### src/hw/scan_pkg.sv
/*
 Constants, types and the command decoder for the debug scan register set.
 Assumes one system clock of 200 MHz and a Wishbone classic register bus.
*/
package scan_pkg;
   // Register map, byte addresses
   localparam logic [31:0] IR_ADDR = 32'h04000200;
   localparam logic [31:0] STAT_ADDR = 32'h04000204;
   localparam logic [31:0] MASK_ADDR = 32'h04000208;
   // Instruction register layout
   localparam int IR_W = 16;
   localparam logic [15:0] IR_RESET = 16'hffff;
   localparam logic [11:0] IR_LOW_ONES = 12'hfff;
   localparam int IR_CMD_HI = 15;
   localparam int IR_CMD_LO = 12;
   // Pin chain: cell 338 at the data-input end, cell 1 at the data-output end
   localparam int CHAIN_LEN = 338;
   localparam int CELL_DIN_FIRST = 338;
   localparam int CELL_DIN_LAST = 299;
   localparam int CELL_OE_FIRST = 266;
   // Event bits of status and mask
   localparam int EV_W = 4;
   localparam int EV_IRQ = 0;
   localparam int EV_WAKE = 1;
   localparam int EV_RST_ON = 2;
   localparam int EV_RST_OFF = 3;
   // Instruction codes
   localparam logic [3:0] OP_EXTEST = 4'h0;
   localparam logic [3:0] OP_WAKE = 4'h1;
   localparam logic [3:0] OP_SAMPLE = 4'h4;
   localparam logic [3:0] OP_RST_OFF = 4'h6;
   localparam logic [3:0] OP_RST_ON = 4'h7;
   localparam logic [2:0] OP_IRQ_HI = 3'h5;
   localparam logic [3:0] OP_BYPASS = 4'hf;

   typedef enum {
      CMD_EXTEST, CMD_SAMPLE, CMD_RST_OFF, CMD_RST_ON, CMD_IRQ, CMD_WAKE,
      CMD_BYPASS, CMD_RESERVED
   } cmd_t;

   typedef enum {
      TLR, RTI, SEL_DR, CAP_DR, SH_DR, EX1_DR, PA_DR, EX2_DR, UPD_DR,
      SEL_IR, CAP_IR, SH_IR, EX1_IR, PA_IR, EX2_IR, UPD_IR
   } tap_t;

   // Scan port pins as seen by the block
   typedef struct packed {
      logic tck;
      logic tms;
      logic tdi;
      logic trst_n;
   } scan_pins_t;

   // Decodes the 4-bit instruction field
   function automatic cmd_t decode_cmd(input logic [3:0] op);
      cmd_t c;
      c = CMD_RESERVED;
      if (op == OP_EXTEST) c = CMD_EXTEST;
      else if (op == OP_SAMPLE) c = CMD_SAMPLE;
      else if (op == OP_RST_OFF) c = CMD_RST_OFF;
      else if (op == OP_RST_ON) c = CMD_RST_ON;
      else if (op[3:1] == OP_IRQ_HI) c = CMD_IRQ;
      else if (op == OP_WAKE) c = CMD_WAKE;
      else if (op == OP_BYPASS) c = CMD_BYPASS;
      return c;
   endfunction
endpackage

### src/hw/scan_regs.sv
/*
 Debug scan port register set: bypass cell, instruction register with its
 decoder, pin scan chain, the test state machine and a Wishbone slave.
 Assumes scan pins and pad observations arrive asynchronously and are
 oversampled by clk_i; the scan clock must be well below clk_i / 4.
*/
`timescale 1ns/100ps
module scan_regs
   import scan_pkg::*;
(
   // Clock and reset
   input wire logic clk_i,
   input wire logic rst_i,
   // Scan port pins
   input wire scan_pkg::scan_pins_t pins_i,
   output logic tdo_o,
   // Pad cells
   input wire logic [scan_pkg::CHAIN_LEN-1:0] pad_obs_i,
   output logic [scan_pkg::CHAIN_LEN-1:0] pad_ctl_o,
   output logic extest_o,
   // Debug actions
   output logic dbg_reset_o,
   output logic dbg_irq_o,
   output logic wake_o,
   // Wishbone slave
   input wire logic wb_cyc_i,
   input wire logic wb_stb_i,
   input wire logic wb_we_i,
   input wire logic [31:0] wb_adr_i,
   input wire logic [3:0] wb_sel_i,
   input wire logic [31:0] wb_dat_i,
   output logic [31:0] wb_dat_o,
   output logic wb_ack_o,
   // Interrupt
   output logic irq_o
);
   import scan_pkg::*;

   scan_pins_t s1_q, s2_q;
   logic tck_prev_q;
   logic [CHAIN_LEN-1:0] obs1_q, obs2_q;
   tap_t tap_q, tap_d;
   logic [IR_W-1:0] ir_q, ir_sh_q;
   logic bypass_q;
   logic [CHAIN_LEN-1:0] chain_q, upd_q;
   logic tdo_q, extest_q, dbg_reset_q, dbg_irq_q, wake_q;
   logic [EV_W-1:0] stat_q, mask_q, ev;
   logic [31:0] dat_q;
   logic ack_q, irq_q;
   logic tck_rise, tck_fall, trst_low, bsr_sel, wb_req, stat_rd;
   cmd_t cmd, new_cmd;

   // Two-stage synchronisers for pins and pads
   always_ff @(posedge clk_i) begin
      s1_q <= pins_i;
      s2_q <= s1_q;
      tck_prev_q <= s2_q.tck;
      obs1_q <= pad_obs_i;
      obs2_q <= obs1_q;
   end

   assign tck_rise = s2_q.tck & ~tck_prev_q;
   assign tck_fall = ~s2_q.tck & tck_prev_q;
   assign trst_low = ~s2_q.trst_n;
   assign cmd = decode_cmd(ir_q[IR_CMD_HI:IR_CMD_LO]);
   assign new_cmd = decode_cmd(ir_sh_q[IR_CMD_HI:IR_CMD_LO]);
   assign bsr_sel = (cmd == CMD_EXTEST) || (cmd == CMD_SAMPLE);

   // Test state machine next state, stepped by tms on scan clock rise
   always_comb begin
      tap_d = tap_q;
      case (tap_q)
         TLR: tap_d = s2_q.tms ? TLR : RTI;
         RTI: tap_d = s2_q.tms ? SEL_DR : RTI;
         SEL_DR: tap_d = s2_q.tms ? SEL_IR : CAP_DR;
         CAP_DR: tap_d = s2_q.tms ? EX1_DR : SH_DR;
         SH_DR: tap_d = s2_q.tms ? EX1_DR : SH_DR;
         EX1_DR: tap_d = s2_q.tms ? UPD_DR : PA_DR;
         PA_DR: tap_d = s2_q.tms ? EX2_DR : PA_DR;
         EX2_DR: tap_d = s2_q.tms ? UPD_DR : SH_DR;
         UPD_DR: tap_d = s2_q.tms ? SEL_DR : RTI;
         SEL_IR: tap_d = s2_q.tms ? TLR : CAP_IR;
         CAP_IR: tap_d = s2_q.tms ? EX1_IR : SH_IR;
         SH_IR: tap_d = s2_q.tms ? EX1_IR : SH_IR;
         EX1_IR: tap_d = s2_q.tms ? UPD_IR : PA_IR;
         PA_IR: tap_d = s2_q.tms ? EX2_IR : PA_IR;
         EX2_IR: tap_d = s2_q.tms ? UPD_IR : SH_IR;
         UPD_IR: tap_d = s2_q.tms ? SEL_DR : RTI;
         default: tap_d = TLR;
      endcase
   end

   // State register; test reset forces it without a scan clock edge
   always_ff @(posedge clk_i) begin
      if (rst_i || trst_low) begin
         tap_q <= TLR;
      end else if (tck_rise) begin
         tap_q <= tap_d;
      end
   end

   // Instruction shift path and instruction register
   always_ff @(posedge clk_i) begin
      if (rst_i || trst_low || tap_q == TLR) begin
         ir_q <= IR_RESET;
         ir_sh_q <= IR_RESET;
      end else if (tck_rise) begin
         if (tap_q == CAP_IR) begin
            ir_sh_q <= ir_q;
         end else if (tap_q == SH_IR) begin
            ir_sh_q <= {s2_q.tdi, ir_sh_q[IR_W-1:1]};
         end else if (tap_q == UPD_IR) begin
            ir_q <= {ir_sh_q[IR_CMD_HI:IR_CMD_LO], IR_LOW_ONES};
         end
      end
   end

   // Bypass cell and pin chain; left uninitialised by reset
   always_ff @(posedge clk_i) begin
      if (tck_rise) begin
         if (tap_q == CAP_DR) begin
            bypass_q <= 1'b0;
            if (bsr_sel) begin
               chain_q <= obs2_q;
            end
         end else if (tap_q == SH_DR) begin
            if (bsr_sel) begin
               chain_q <= {s2_q.tdi, chain_q[CHAIN_LEN-1:1]};
            end else begin
               bypass_q <= s2_q.tdi;
            end
         end else if (tap_q == UPD_DR && bsr_sel) begin
            upd_q <= chain_q;
         end
      end
   end

   // Serial output changes on the scan clock fall
   always_ff @(posedge clk_i) begin
      if (rst_i || trst_low) begin
         tdo_q <= 1'b0;
      end else if (tck_fall) begin
         if (tap_q == SH_IR) begin
            tdo_q <= ir_sh_q[0];
         end else if (tap_q == SH_DR) begin
            tdo_q <= bsr_sel ? chain_q[0] : bypass_q;
         end
      end
   end

   // Debug actions from the decoded instruction at update-IR
   always_ff @(posedge clk_i) begin
      if (rst_i || trst_low) begin
         dbg_reset_q <= 1'b0;
         dbg_irq_q <= 1'b0;
         wake_q <= 1'b0;
         extest_q <= 1'b0;
      end else begin
         dbg_irq_q <= tck_rise && tap_q == UPD_IR && new_cmd == CMD_IRQ;
         wake_q <= tck_rise && tap_q == UPD_IR && new_cmd == CMD_WAKE;
         if (tck_rise && tap_q == UPD_IR && new_cmd == CMD_RST_ON) begin
            dbg_reset_q <= 1'b1;
         end else if (tck_rise && tap_q == UPD_IR && new_cmd == CMD_RST_OFF) begin
            dbg_reset_q <= 1'b0;
         end
         extest_q <= (cmd == CMD_EXTEST);
      end
   end

   // Event flags: set wins over the clear by reading status
   assign ev = {dbg_reset_q == 1'b0 && tck_rise && tap_q == UPD_IR && new_cmd == CMD_RST_OFF,
      tck_rise && tap_q == UPD_IR && new_cmd == CMD_RST_ON,
      tck_rise && tap_q == UPD_IR && new_cmd == CMD_WAKE,
      tck_rise && tap_q == UPD_IR && new_cmd == CMD_IRQ};
   assign wb_req = wb_cyc_i & wb_stb_i & ~ack_q;
   assign stat_rd = wb_req & ~wb_we_i & (wb_adr_i == STAT_ADDR);

   always_ff @(posedge clk_i) begin
      if (rst_i) begin
         stat_q <= '0;
      end else begin
         stat_q <= (stat_q & ~(stat_rd ? stat_q : '0)) | ev;
      end
   end

   // Wishbone slave: one registered ack per request, a cycle after the strobe; CPU writes never reach ir_q
   always_ff @(posedge clk_i) begin
      if (rst_i) begin
         ack_q <= 1'b0;
         dat_q <= '0;
         mask_q <= '0;
      end else begin
         ack_q <= wb_req;
         if (wb_req && wb_we_i && wb_adr_i == MASK_ADDR && wb_sel_i[0]) begin
            mask_q <= wb_dat_i[EV_W-1:0];
         end
         if (wb_req && !wb_we_i) begin
            if (wb_adr_i == IR_ADDR) dat_q <= {16'h0000, ir_q};
            else if (wb_adr_i == STAT_ADDR) dat_q <= {28'h0000000, stat_q};
            else if (wb_adr_i == MASK_ADDR) dat_q <= {28'h0000000, mask_q};
            else dat_q <= '0;
         end
      end
   end

   // Level interrupt from unmasked status
   always_ff @(posedge clk_i) begin
      if (rst_i) irq_q <= 1'b0;
      else irq_q <= |(stat_q & mask_q);
   end

   assign tdo_o = tdo_q;
   assign pad_ctl_o = upd_q;
   assign extest_o = extest_q;
   assign dbg_reset_o = dbg_reset_q;
   assign dbg_irq_o = dbg_irq_q;
   assign wake_o = wake_q;
   assign wb_dat_o = dat_q;
   assign wb_ack_o = ack_q;
   assign irq_o = irq_q;

   a_ir_trst_init: assert property (@(posedge clk_i) trst_low |=> ir_q == IR_RESET)
      else $error("ir not ones after test reset");
   a_ir_low_ones: assert property (@(posedge clk_i) disable iff (rst_i)
      ir_q[11:0] == IR_LOW_ONES)
      else $error("ir low bits not ones");
   a_ir_only_upd: assert property (@(posedge clk_i) disable iff (rst_i || trst_low)
      !(tck_rise && (tap_q == UPD_IR || tap_q == TLR)) && tap_q != TLR |=> $stable(ir_q))
      else $error("ir changed outside update");
   a_ir_upd_load: assert property (@(posedge clk_i) disable iff (rst_i || trst_low)
      tck_rise && tap_q == UPD_IR |=> ir_q[15:12] == $past(ir_sh_q[15:12]))
      else $error("ir update lost");
   a_bypass_tdo: assert property (@(posedge clk_i) disable iff (rst_i || trst_low)
      tck_fall && tap_q == SH_DR && !bsr_sel |=> tdo_q == $past(bypass_q))
      else $error("bypass not on tdo");
   a_chain_tdo: assert property (@(posedge clk_i) disable iff (rst_i || trst_low)
      tck_fall && tap_q == SH_DR && bsr_sel |=> tdo_q == $past(chain_q[0]))
      else $error("chain not on tdo");
   a_ir_read: assert property (@(posedge clk_i) disable iff (rst_i)
      wb_req && !wb_we_i && wb_adr_i == IR_ADDR && $stable(ir_q) |=> wb_ack_o
      && wb_dat_o == {16'h0000, ir_q})
      else $error("ir read wrong");
   a_dbg_rst_on: assert property (@(posedge clk_i) disable iff (rst_i || trst_low)
      tck_rise && tap_q == UPD_IR && new_cmd == CMD_RST_ON |=> ##1 dbg_reset_o)
      else $error("debug reset not asserted");
   a_irq_pulse: assert property (@(posedge clk_i) disable iff (rst_i || trst_low)
      dbg_irq_o |=> !dbg_irq_o)
      else $error("debug interrupt not a pulse");
   a_ack_single: assert property (@(posedge clk_i) disable iff (rst_i)
      wb_ack_o |=> !wb_ack_o)
      else $error("ack longer than one cycle");
endmodule

### config.mk
export PLATFORM = sky130hd
export DESIGN_NAME = scan_regs
export DESIGN_NICKNAME = d
export VERILOG_FILES = /design/src/hw/scan_pkg.sv /design/src/hw/scan_regs.sv
export SDC_FILE = /design/constraint.sdc
export NUM_CORES = 1
export LEC_CHECK = 0
export ABC_AREA = 1
export BUFFER_PORTS_ARGS = -buffer_cell sky130_fd_sc_hd__buf_4
export CAP_MARGIN = 0
export CELL_PAD_IN_SITES_DETAIL_PLACEMENT = 1
export CELL_PAD_IN_SITES_GLOBAL_PLACEMENT = 2
export CORE_ASPECT_RATIO = 1.4
export CORE_MARGIN = 2
export CORE_UTILIZATION = 40
export CTS_CLUSTER_SIZE = 8
export DETAILED_ROUTE_END_ITERATION = 7
export PLACE_DENSITY_LB_ADDON = 0.1
export SLEW_MARGIN = 20
export SYNTH_ARGS = -nofsm -noshare
export SYNTH_HDL_FRONTEND = slang
export SYNTH_SLANG_ARGS = --single-unit
### constraint.sdc
create_clock -name clk_i -period 40.2 [get_ports clk_i]
set_clock_uncertainty 0.2 [all_clocks]
set_input_delay 8.04 -clock clk_i [delete_from_list [all_inputs] [get_ports clk_i]]
set_output_delay 8.04 -clock clk_i [all_outputs]
set_load 0.05 [all_outputs]
# --- Yosys cells after proc, flatten, opt, wreduce, memory -nomap -nowiden ---
# Index checks and enable logic that the tools add are counted.
totals:
  inputBits: 415
  reg_bits: 1461
  out_inout_bits: 377
classes:
  n_mux: 44
  reduce_logical: 36
  n_eq_ne: 44
  n_bitwise: 20
ops:
  columns: ["operator", "n"]
  rows:
  - ["$mux W338", 4]
  - ["$eq A32 B4 Y1 const B", 11]
  - ["$eq A32 B3 Y1 const B", 7]
  - ["$eq A32 B5 Y1 const B", 4]
  - ["$eq A32 B2 Y1 const B", 3]
  - ["$eq A32 B27 Y1 const B", 3]
  - ["$logic_not A32 Y1", 3]
  - ["$mux W16", 3]
  - ["$pmux W4 S12", 1]
  - ["$eq A32 B1 Y1 const B", 1]
  - ["$mux W3", 10]
  - ["$mux W4", 7]
  - ["$eq A4 B3 Y1 const B", 6]
  - ["$mux W2", 7]
  - ["$logic_and A1 B1 Y1", 13]
  - ["$mux W1", 12]
  - ["$reduce_and A4 Y1", 3]
  - ["$not A1 Y1", 10]
  - ["$and A4 B4 Y4", 2]
  - ["$eq A4 B1 Y1 const B", 2]
  - ["$eq A4 B4 Y1 const B", 2]
  - ["$logic_not A4 Y1", 2]
  - ["$reduce_bool A2 Y1", 4]
  - ["$and A1 B1 Y1", 6]
  - ["12 further kinds", 18]

# --- Logic depth before layout (Yosys ltp) ---
# Gate-level depths: netlist (run 1).
depth:
  word_depth: 13
  ltp_mapped: 10

# --- Worst setup path before layout (run 1) ---
# OpenSTA, ideal clock, no wires.
synth_path:
  path_kind: "reg-to-reg"
  startpoint: "reg s2_q[3] (netlist name)"
  endpoint: "reg upd_q[0] (netlist: pad_ctl_o[0]) (enable)"
  n_path_buf: 0
  stages_incl_launch_ff: 5
  setup_time_ns: 1.452
  t_arrival_ns: 23.682
  period_less_slack_ns: 25.333
  required_time_ns: 38.548
  path_slack_ns: 14.867
  cell_sequence: "dfxtp_1 > inv_1 > nor2_1 > inv_1 > nor3_1"
synth_via:
  elab_chain_len: 2
synth_lines:
  columns: ["element", "line", "rtl"]
  rows:
  - ["start: declaration", "scan_regs.sv:39", "scan_pins_t s1_q, s2_q;"]
  - ["start signal: assignment", "scan_regs.sv:56", "s2_q <= s1_q;"]
  - ["$and A1 B1 Y1", "scan_regs.sv:62", "assign tck_rise = s2_q.tck & ~tck_prev_q;"]
  - ["$reduce_and A4 Y1 (no line)", null, null]
  - ["end signal: assignment", "scan_regs.sv:133", "upd_q <= chain_q;"]
  - ["end: declaration", "scan_regs.sv:45", "logic [CHAIN_LEN-1:0] chain_q, upd_q;"]
# Every way passes these cells.
# A chain may end at the register's enable or synchronous reset.

==> summary.txt, run 1 <==
Synth
  – Proportion of netlist area held by the largest area contributor: 0.498
  – Seq cells post-synth: 1410
  – Synthesized instance count: 2853
  – Synth Warn #: 0
  – Synth Area in Simple Gates: 0.114
  – Dominant combinational cell family by area after synthesis: simple AND/OR/NAND/NOR gates
  – Parity-gate share of the synthesized area counting xor and xnor cells: 0
  – Sequential cell area fraction in the yosys report: 0.858
  – Share of the synthesized area in compound gates (AO/OA/AOI/OAI): 0.00972
  – Arithmetic-cell share of the synthesized area counting full adders, half adders and majority gates: 0
  – Post-synthesis area per instance: 14.3 µm²
  – Multiplexer share of the synthesized area: 0
  – Number of distinct library cells after synthesis: 28
  – Cell types with the largest area share after synthesis: edfxtp_1 (50%), dfxtp_1 (36%), nand2_1 (10%)
  – Post-synth design cell area: 40800 µm²
  – Cell taking the most area after synthesis: edfxtp_1

Floorplanning
  – I/O Pins: 792
  – CORE AREA: 101000 µm²
  – Row cnt: 138
  – Effective utilization at floorplan: 0.403
  – Total die area: 105000 µm²
  – Die H: 382 µm
  – Die width: 274 µm

Clock tree
  – Clock Tree Buf Depth: 3
  – Resized Gates After CTS: 0
  – Root Buffer Master: clkbuf_16
  – Clk sinks: 1410
  – Clock buffer count from CTS: 194
  – CTS tree: done
  – Clock input transition at the sequential cells of the worst setup and hold paths: 50 ps
  – Quantity of hold-fixing buffers added after cts: 0
  – Worst-skew pair later-pin latency: 770 ps
  – Number of buffers inserted to repair setup after CTS: 0
  – H-Tree Depth: 4

Placement
  – Post-Place Setup Slack: 30060 ps
  – Half-perimeter wire length after placement: 70.1 mm
  – Cell area after placement: 47700 µm²
  – Port Buf Inserts: 744
  – Gpl congestion: 0.824

Route
  – # DRC: 0
  – Final WL: 106 mm
  – Iteration-0 DRC count of the detailed router: 1143
  – Routed Antenna Nets: 0
  – Routed length per placed instance: 20.3 µm
  – Via count of the routed design: 23668
  – Mean number of vias per cell: 4.53
  – Length of the first detailed-routing pass in iterations: 5

Setup path
  – Start-to-end type of the worst setup path: reg2out
  – Worst path buffer plus inverter count: 1
  – Slowest CP cell: dfxtp_1
  – Crit path launch type: flop
  – Critical register-to-register path endpoint: chain_q[53]
  – Largest incremental delay on the critical path: 500 ps
  – Count of cell instances traversed by the critical path: 1
  – Required time at the endpoint of the critical path: 31960 ps
  – Critical Path Source: wb_dat_o[11]
  – Largest delay share family, worst path: flip-flops
  – Critical Path, Cell by Cell: buf_4
  – Critical path capture point: wb_dat_o[8]
  – Setup crit end kind: output pin
  – Number of cells on the worst reg-to-reg path: 8
  – R2r setup slk: 35800 ps
  – Reg2Reg Launch Point: tap_q[0]
  – Arrival time at the worst endpoint: 1530 ps
  – Critical-path maximum fanout: 9

Status
  – Outcome: complete, no violations

Timing
  – RSZ-0062 raised after global routing: false
  – Slew Limit Headroom: 0.176
  – Time the worst path needs with I/O delays and setup: 9770 ps
  – Total negative setup slack: 0 ps
  – Final worst-path cycle share: 0.243
  – Worst Max-Slew Pin Slew: 1240 ps
  – Worst setup margin: 30430 ps
  – Slew Limit Fails: 0
  – Final setup violation count: 0
  – Highest clock frequency the design can meet: 102 MHz
  – Count of final hold-check violations: 0
  – Hold Slack: 106 ps

GRT
  – GR Overflow Total: 0
  – Antenna violations before repair: 21
  – Via count of the first global-routing pass: 25540
  – Pin count of the biggest net entering global routing: 196
  – Global-route wire length before repair: 156 mm
  – Global-route usage over all layers: 0.201

Layout
  – Fraction of layout cells with a size suffix above 1: 0.252
  – Fillcell total: 10221
  – Post-layout nets: 4133
  – Summed area of non-filler cells in the final layout: 53500 µm²
  – Commonest cells after routing, fill and taps aside: nand2_1 (1096), buf_4 (756), dfxtp_1 (733)
  – Commonest non-fill, non-tap cell in the layout: nand2_1
  – Synthesis-to-layout area growth: 31.2%

Job
  – Number of max-cap violations: 0

Pwr
  – Static power due to leakage: 20.1 nW
  – Power density over the cells: 58.1 nW/µm²
  – Worst VDD drop: 45.5 µV

Hold path
  – Class of the tightest hold or removal check: reg2reg
  – Worst hold path stage count: 0
worst min-delay path by stage:
stage                     start     endpoint  slack, ps
finish              obs1_q[102]  obs2_q[102]        110
global route         obs1_q[51]   obs2_q[51]        120
CTS                  obs1_q[51]   obs2_q[51]        100
detailed placement  obs1_q[114]  obs2_q[114]        110
global placement    obs1_q[231]  obs2_q[231]        110
floorplan             obs1_q[0]    obs2_q[0]        110
Yosys cell counts, drive strengths merged:
| cell type | number |
|---|---|
| dfxtp | 733 |
| or3 | 1 |
| clkbuf | 8 |
| conb | 1 |
| o221ai | 4 |
| nand3 | 26 |
| a211oi | 1 |
| a41oi | 1 |
| o21ai | 17 |
| nand2 | 1097 |
| edfxtp | 677 |
| o211ai | 6 |
| buf | 98 |
| a31oi | 1 |
| a21oi | 24 |
| o21a | 1 |
| nor2b | 1 |
| inv | 52 |
| nand4 | 6 |
| o22ai | 13 |
| nor2 | 82 |
| nor3 | 3 |
metal layers:
metal / global-route usage / vias up / wire, µm
met5: 0 / - / 126
met4: 0.0799 / 18 / 3250
met3: 0.0952 / 183 / 10900
met2: 0.340 / 762 / 52600
met1: 0.215 / 11534 / 39200
li1: - / 11171 / -
layout make-up:
class	count	area, µm²	share of cell area
flip-flops and latches	1410	35000	0.654
repair buffers	760	5750	0.107
clock buffers	354	5560	0.104
multi-input cells	1300	5100	0.0953
well taps	1330	1660	0.0311
clock inverters	10	221	0.00414
inverters	52	210	0.00393
diodes	13	32.5	0.000608
registers in the layout (all words and copies together), names as in the netlist, 4 cells and up:
| name | cells |
|---|---|
| pad_ctl_o | 338 |
| tap_q | 4 |
| s1_q | 4 |
| stat_q | 4 |
| ir_sh_q | 16 |
| s2_q | 4 |
| chain_q | 338 |
| wb_dat_o | 9 |
| mask_q | 4 |
| obs1_q | 338 |
| ir_q | 4 |
| obs2_q | 338 |
power breakdown:
group          internal, mW  switching [mW]
Clock                 0.927           0.597
Sequential             1.53         0.00998
Combinational        0.0260          0.0175
Total                  2.48           0.625
kinds of logic (layout without fill, tap and decap cells):
family	count (synthesis)	after routing
AOI/OAI and AO/OA	68	68
buffers and inverters	158	1176
and+or+nand+nor	1216	1216
other	1	29
DFF	1410	1410
stage by stage:
stage | std cells | util | total power [mW]
2_1_floorplan | 2868 | - | 1.58
3_3_place_gp | 4851 | 0.471 | 1.61
3_5_place_dp | 4851 | 0.471 | 1.61
4_1_cts | 5215 | 0.529 | 3.15
5_1_grt | 5228 | 0.529 | 3.21
6_report | 5229 | 0.529 | 3.11
Note: power is estimated with default switching activity, not from simulation.
==> inputs of run 2 (changes only) <==
--- a/config.mk
+++ b/config.mk
@@ -12,7 +12,7 @@
 export CELL_PAD_IN_SITES_GLOBAL_PLACEMENT = 2
 export CORE_ASPECT_RATIO = 1.4
 export CORE_MARGIN = 2
-export CORE_UTILIZATION = 40
+export CORE_UTILIZATION = 33
 export CTS_CLUSTER_SIZE = 8
 export DETAILED_ROUTE_END_ITERATION = 7
 export PLACE_DENSITY_LB_ADDON = 0.1
==> constraint.sdc (replaced) <==
create_clock -name clk_i -period 8.39 [get_ports clk_i]
set_clock_uncertainty 0.2 [all_clocks]
set_input_delay 1.678 -clock clk_i [delete_from_list [all_inputs] [get_ports clk_i]]
set_output_delay 1.678 -clock clk_i [all_outputs]
set_load 0.05 [all_outputs]
==> summary.txt, run 2 (synthesis gave the netlist of run 1 again) <==
Layout
  – Post-layout nets: 4132 (-0.024%)
  – Commonest cells after routing, fill and taps aside: nand2_1 (1095), buf_4 (755), dfxtp_1 (732)
  – Share of the core filled with cells in the final layout: 0.439 (-0.0904)
  – Commonest non-fill, non-tap cell in the layout: nand2_1
  – Number of cells in the finished layout apart from fillers: 5516 (+5.5%)
  – Fraction of layout cells with a size suffix above 1: 0.253 (+0.00110)
  – Synthesis-to-layout area growth: 31.9%

Timing
  – Highest clock frequency the design can meet: 258 MHz
  – Slew Limit Fails: 0 (unchanged)
  – Final worst-path cycle share: 0.462
  – Worst setup margin: 4510 ps (-25910 ps)
  – Worst Max-Slew Pin Slew: 1130 ps (-102 ps)
  – Hold Slack: 107 ps (+1.09 ps)
  – Total negative setup slack: 0 ps (unchanged)
  – Time the worst path needs with I/O delays and setup: 3880 ps
  – Count of final hold-check violations: 0 (unchanged)
  – Slew Limit Headroom: 0.244 (+0.0677)
  – RSZ-0062 raised after global routing: false
  – Final setup violation count: 0 (unchanged)

Floorplanning
  – Total die area: 127000 µm² (+21%)
  – Row cnt: 152 (+10%)
  – I/O Pins: 792 (unchanged)
  – Die width: 301 µm (+9.9%)
  – Die H: 420 µm (+10%)
  – CORE AREA: 123000 µm² (+21%)
  – Effective utilization at floorplan: 0.333 (-0.0707)

Route
  – Via count of the routed design: 23589 (-0.33%)
  – Routed Antenna Nets: 0 (unchanged)
  – Routed length per placed instance: 19.9 µm (-2.1%)
  – Mean number of vias per cell: 4.28 (-5.5%)
  – Final WL: 110 mm (+3.3%)
  – Length of the first detailed-routing pass in iterations: 4 (-1)
  – Iteration-0 DRC count of the detailed router: 981 (-14%)
  – # DRC: 0 (unchanged)

Setup path
  – Dominant cell type by count on the critical path: nand2_1
  – Critical-path maximum fanout: 157 (+148)
  – Crit path launch type: flop
  – Critical Path, Cell by Cell: nand2_1, nor2_4, inv_8, buf_12, buf_4, nand2_1, nand2_1
  – Arrival time at the worst endpoint: 4330 ps (+2800 ps)
  – Required time at the endpoint of the critical path: 8850 ps (-23110 ps)
  – Start-to-end type of the worst setup path: reg2reg
  – Setup crit end kind: flop
  – Slowest CP cell: buf_4
  – Largest delay share family, worst path: buffers and inverters
  – Largest incremental delay on the critical path: 750 ps (+250 ps)
  – Worst path buffer plus inverter count: 3 (+2)

Pwr
  – Internal portion of total power: 11.9 mW (+380%)
  – Comb pwr share: 0.014 (about the same)
  – Net switching power of the design: 2.99 mW (+380%)
  – Static power due to leakage: 20.1 nW (-0.14%)
  – Worst VDD drop: 198 µV (+330%)
  – Net switching share of the total power: 0.201 (+0.000454)
  – Sequential power share: 0.497 (about the same)
  – Clock network fraction of total power: 0.489 (about the same)
  – Power density over the cells: 276 nW/µm² (+380%)

GRT
  – Pin count of the biggest net entering global routing: 191 (-2.6%)
  – Global-route usage over all layers: 0.171 (-0.0297)
  – Global-route wire length before repair: 160 mm (+2.3%)
  – Antenna violations before repair: 44 (+110%)
  – GR Overflow Total: 0 (unchanged)
  – Via count of the first global-routing pass: 25481 (-0.23%)

Job
  – Number of max-cap violations: 0 (unchanged)

Placement
  – Port Buf Inserts: 744 (unchanged)
  – Number of placed instances with taps included: 5138 (+5.9%)
  – Post-Place Setup Slack: 4450 ps (-25620 ps)
  – Half-perimeter wire length after placement: 71.5 mm (+2.0%)
  – Gpl congestion: 0.798 (-3.2%)

Clock tree
  – Resized Gates After CTS: 0 (unchanged)
  – Clock Tree Buf Depth: 3 (unchanged)
  – Clock input transition at the sequential cells of the worst setup and hold paths: 60 ps (about the same)
  – Clock buffer count from CTS: 194 (unchanged)
  – Number of buffers inserted to repair setup after CTS: 0 (unchanged)
  – Quantity of hold-fixing buffers added after cts: 0 (unchanged)
  – CTS tree: done
  – Clk sinks: 1410 (unchanged)
  – Worst-skew pair later-pin latency: 790 ps (+20 ps)
  – H-Tree Depth: 4 (unchanged)
  – Root Buffer Master: clkbuf_16

Hold path
  – Class of the tightest hold or removal check: reg2reg

Status
  – Outcome: complete, no violations
-- run 2: changes by cell type in the layout (fill, tap and decap cells not counted), sizes merged --
cell	previous run	this run
clkinv	7	2
diode	13	22
buf	760	759
clkbuf	354	347
inv	55	59
-- run 2: power by group through the flow --
stage / logic (mW) / clock network, mW / registers, mW
after floorplan: 0.0583 / 0 / 7.51
final: 0.210 / 7.27 / 7.38
after CTS: 0.214 / 7.49 / 7.38
after global placement: 0.208 / 0 / 7.51
after global routing: 0.228 / 7.78 / 7.39
after detailed placement: 0.212 / 0 / 7.52
-- run 2: through the flow --
stage,cell area (µm²),power (mW)
floorplan,40900,7.56
global placement,48100,7.72
detailed placement,48100,7.73
CTS,53800,15.1
global route,53800,15.4
finish,53800,14.9
-- run 2: metal layers --
metal,share of wire,routed length (µm),GRT usage
met1,0.38,41400,0.184
met2,0.47,52000,0.276
met3,0.11,12000,0.0879
met4,0.035,3810,0.0831
met5,0.0025,274,0
-- run 2: area by class of cell --
| type | instances | area (µm²) |
|---|---|---|
| tap | 1617 | 2020 |
| sequential | 1410 | 35000 |
| clock inverter | 9 | 130 |
| clock buffer | 347 | 5530 |
| inverter | 52 | 210 |
| antenna | 22 | 55.1 |
| fill | 12611 | 68800 |
| multi-input combinational | 1300 | 5120 |
| timing repair buffer | 759 | 5750 |
-- run 2: worst paths after layout --
check / from / end / slack (ps) / cells after the start
hold / removal: obs1_q[201] / obs2_q[201] / 110 / 0
setup / recovery: tap_q[0] / chain_q[111] / 4510 / 7
setup reg to reg: tap_q[0] / chain_q[111] / 4510 / 7
hold reg to reg: obs1_q[201] / obs2_q[201] / 110 / 0
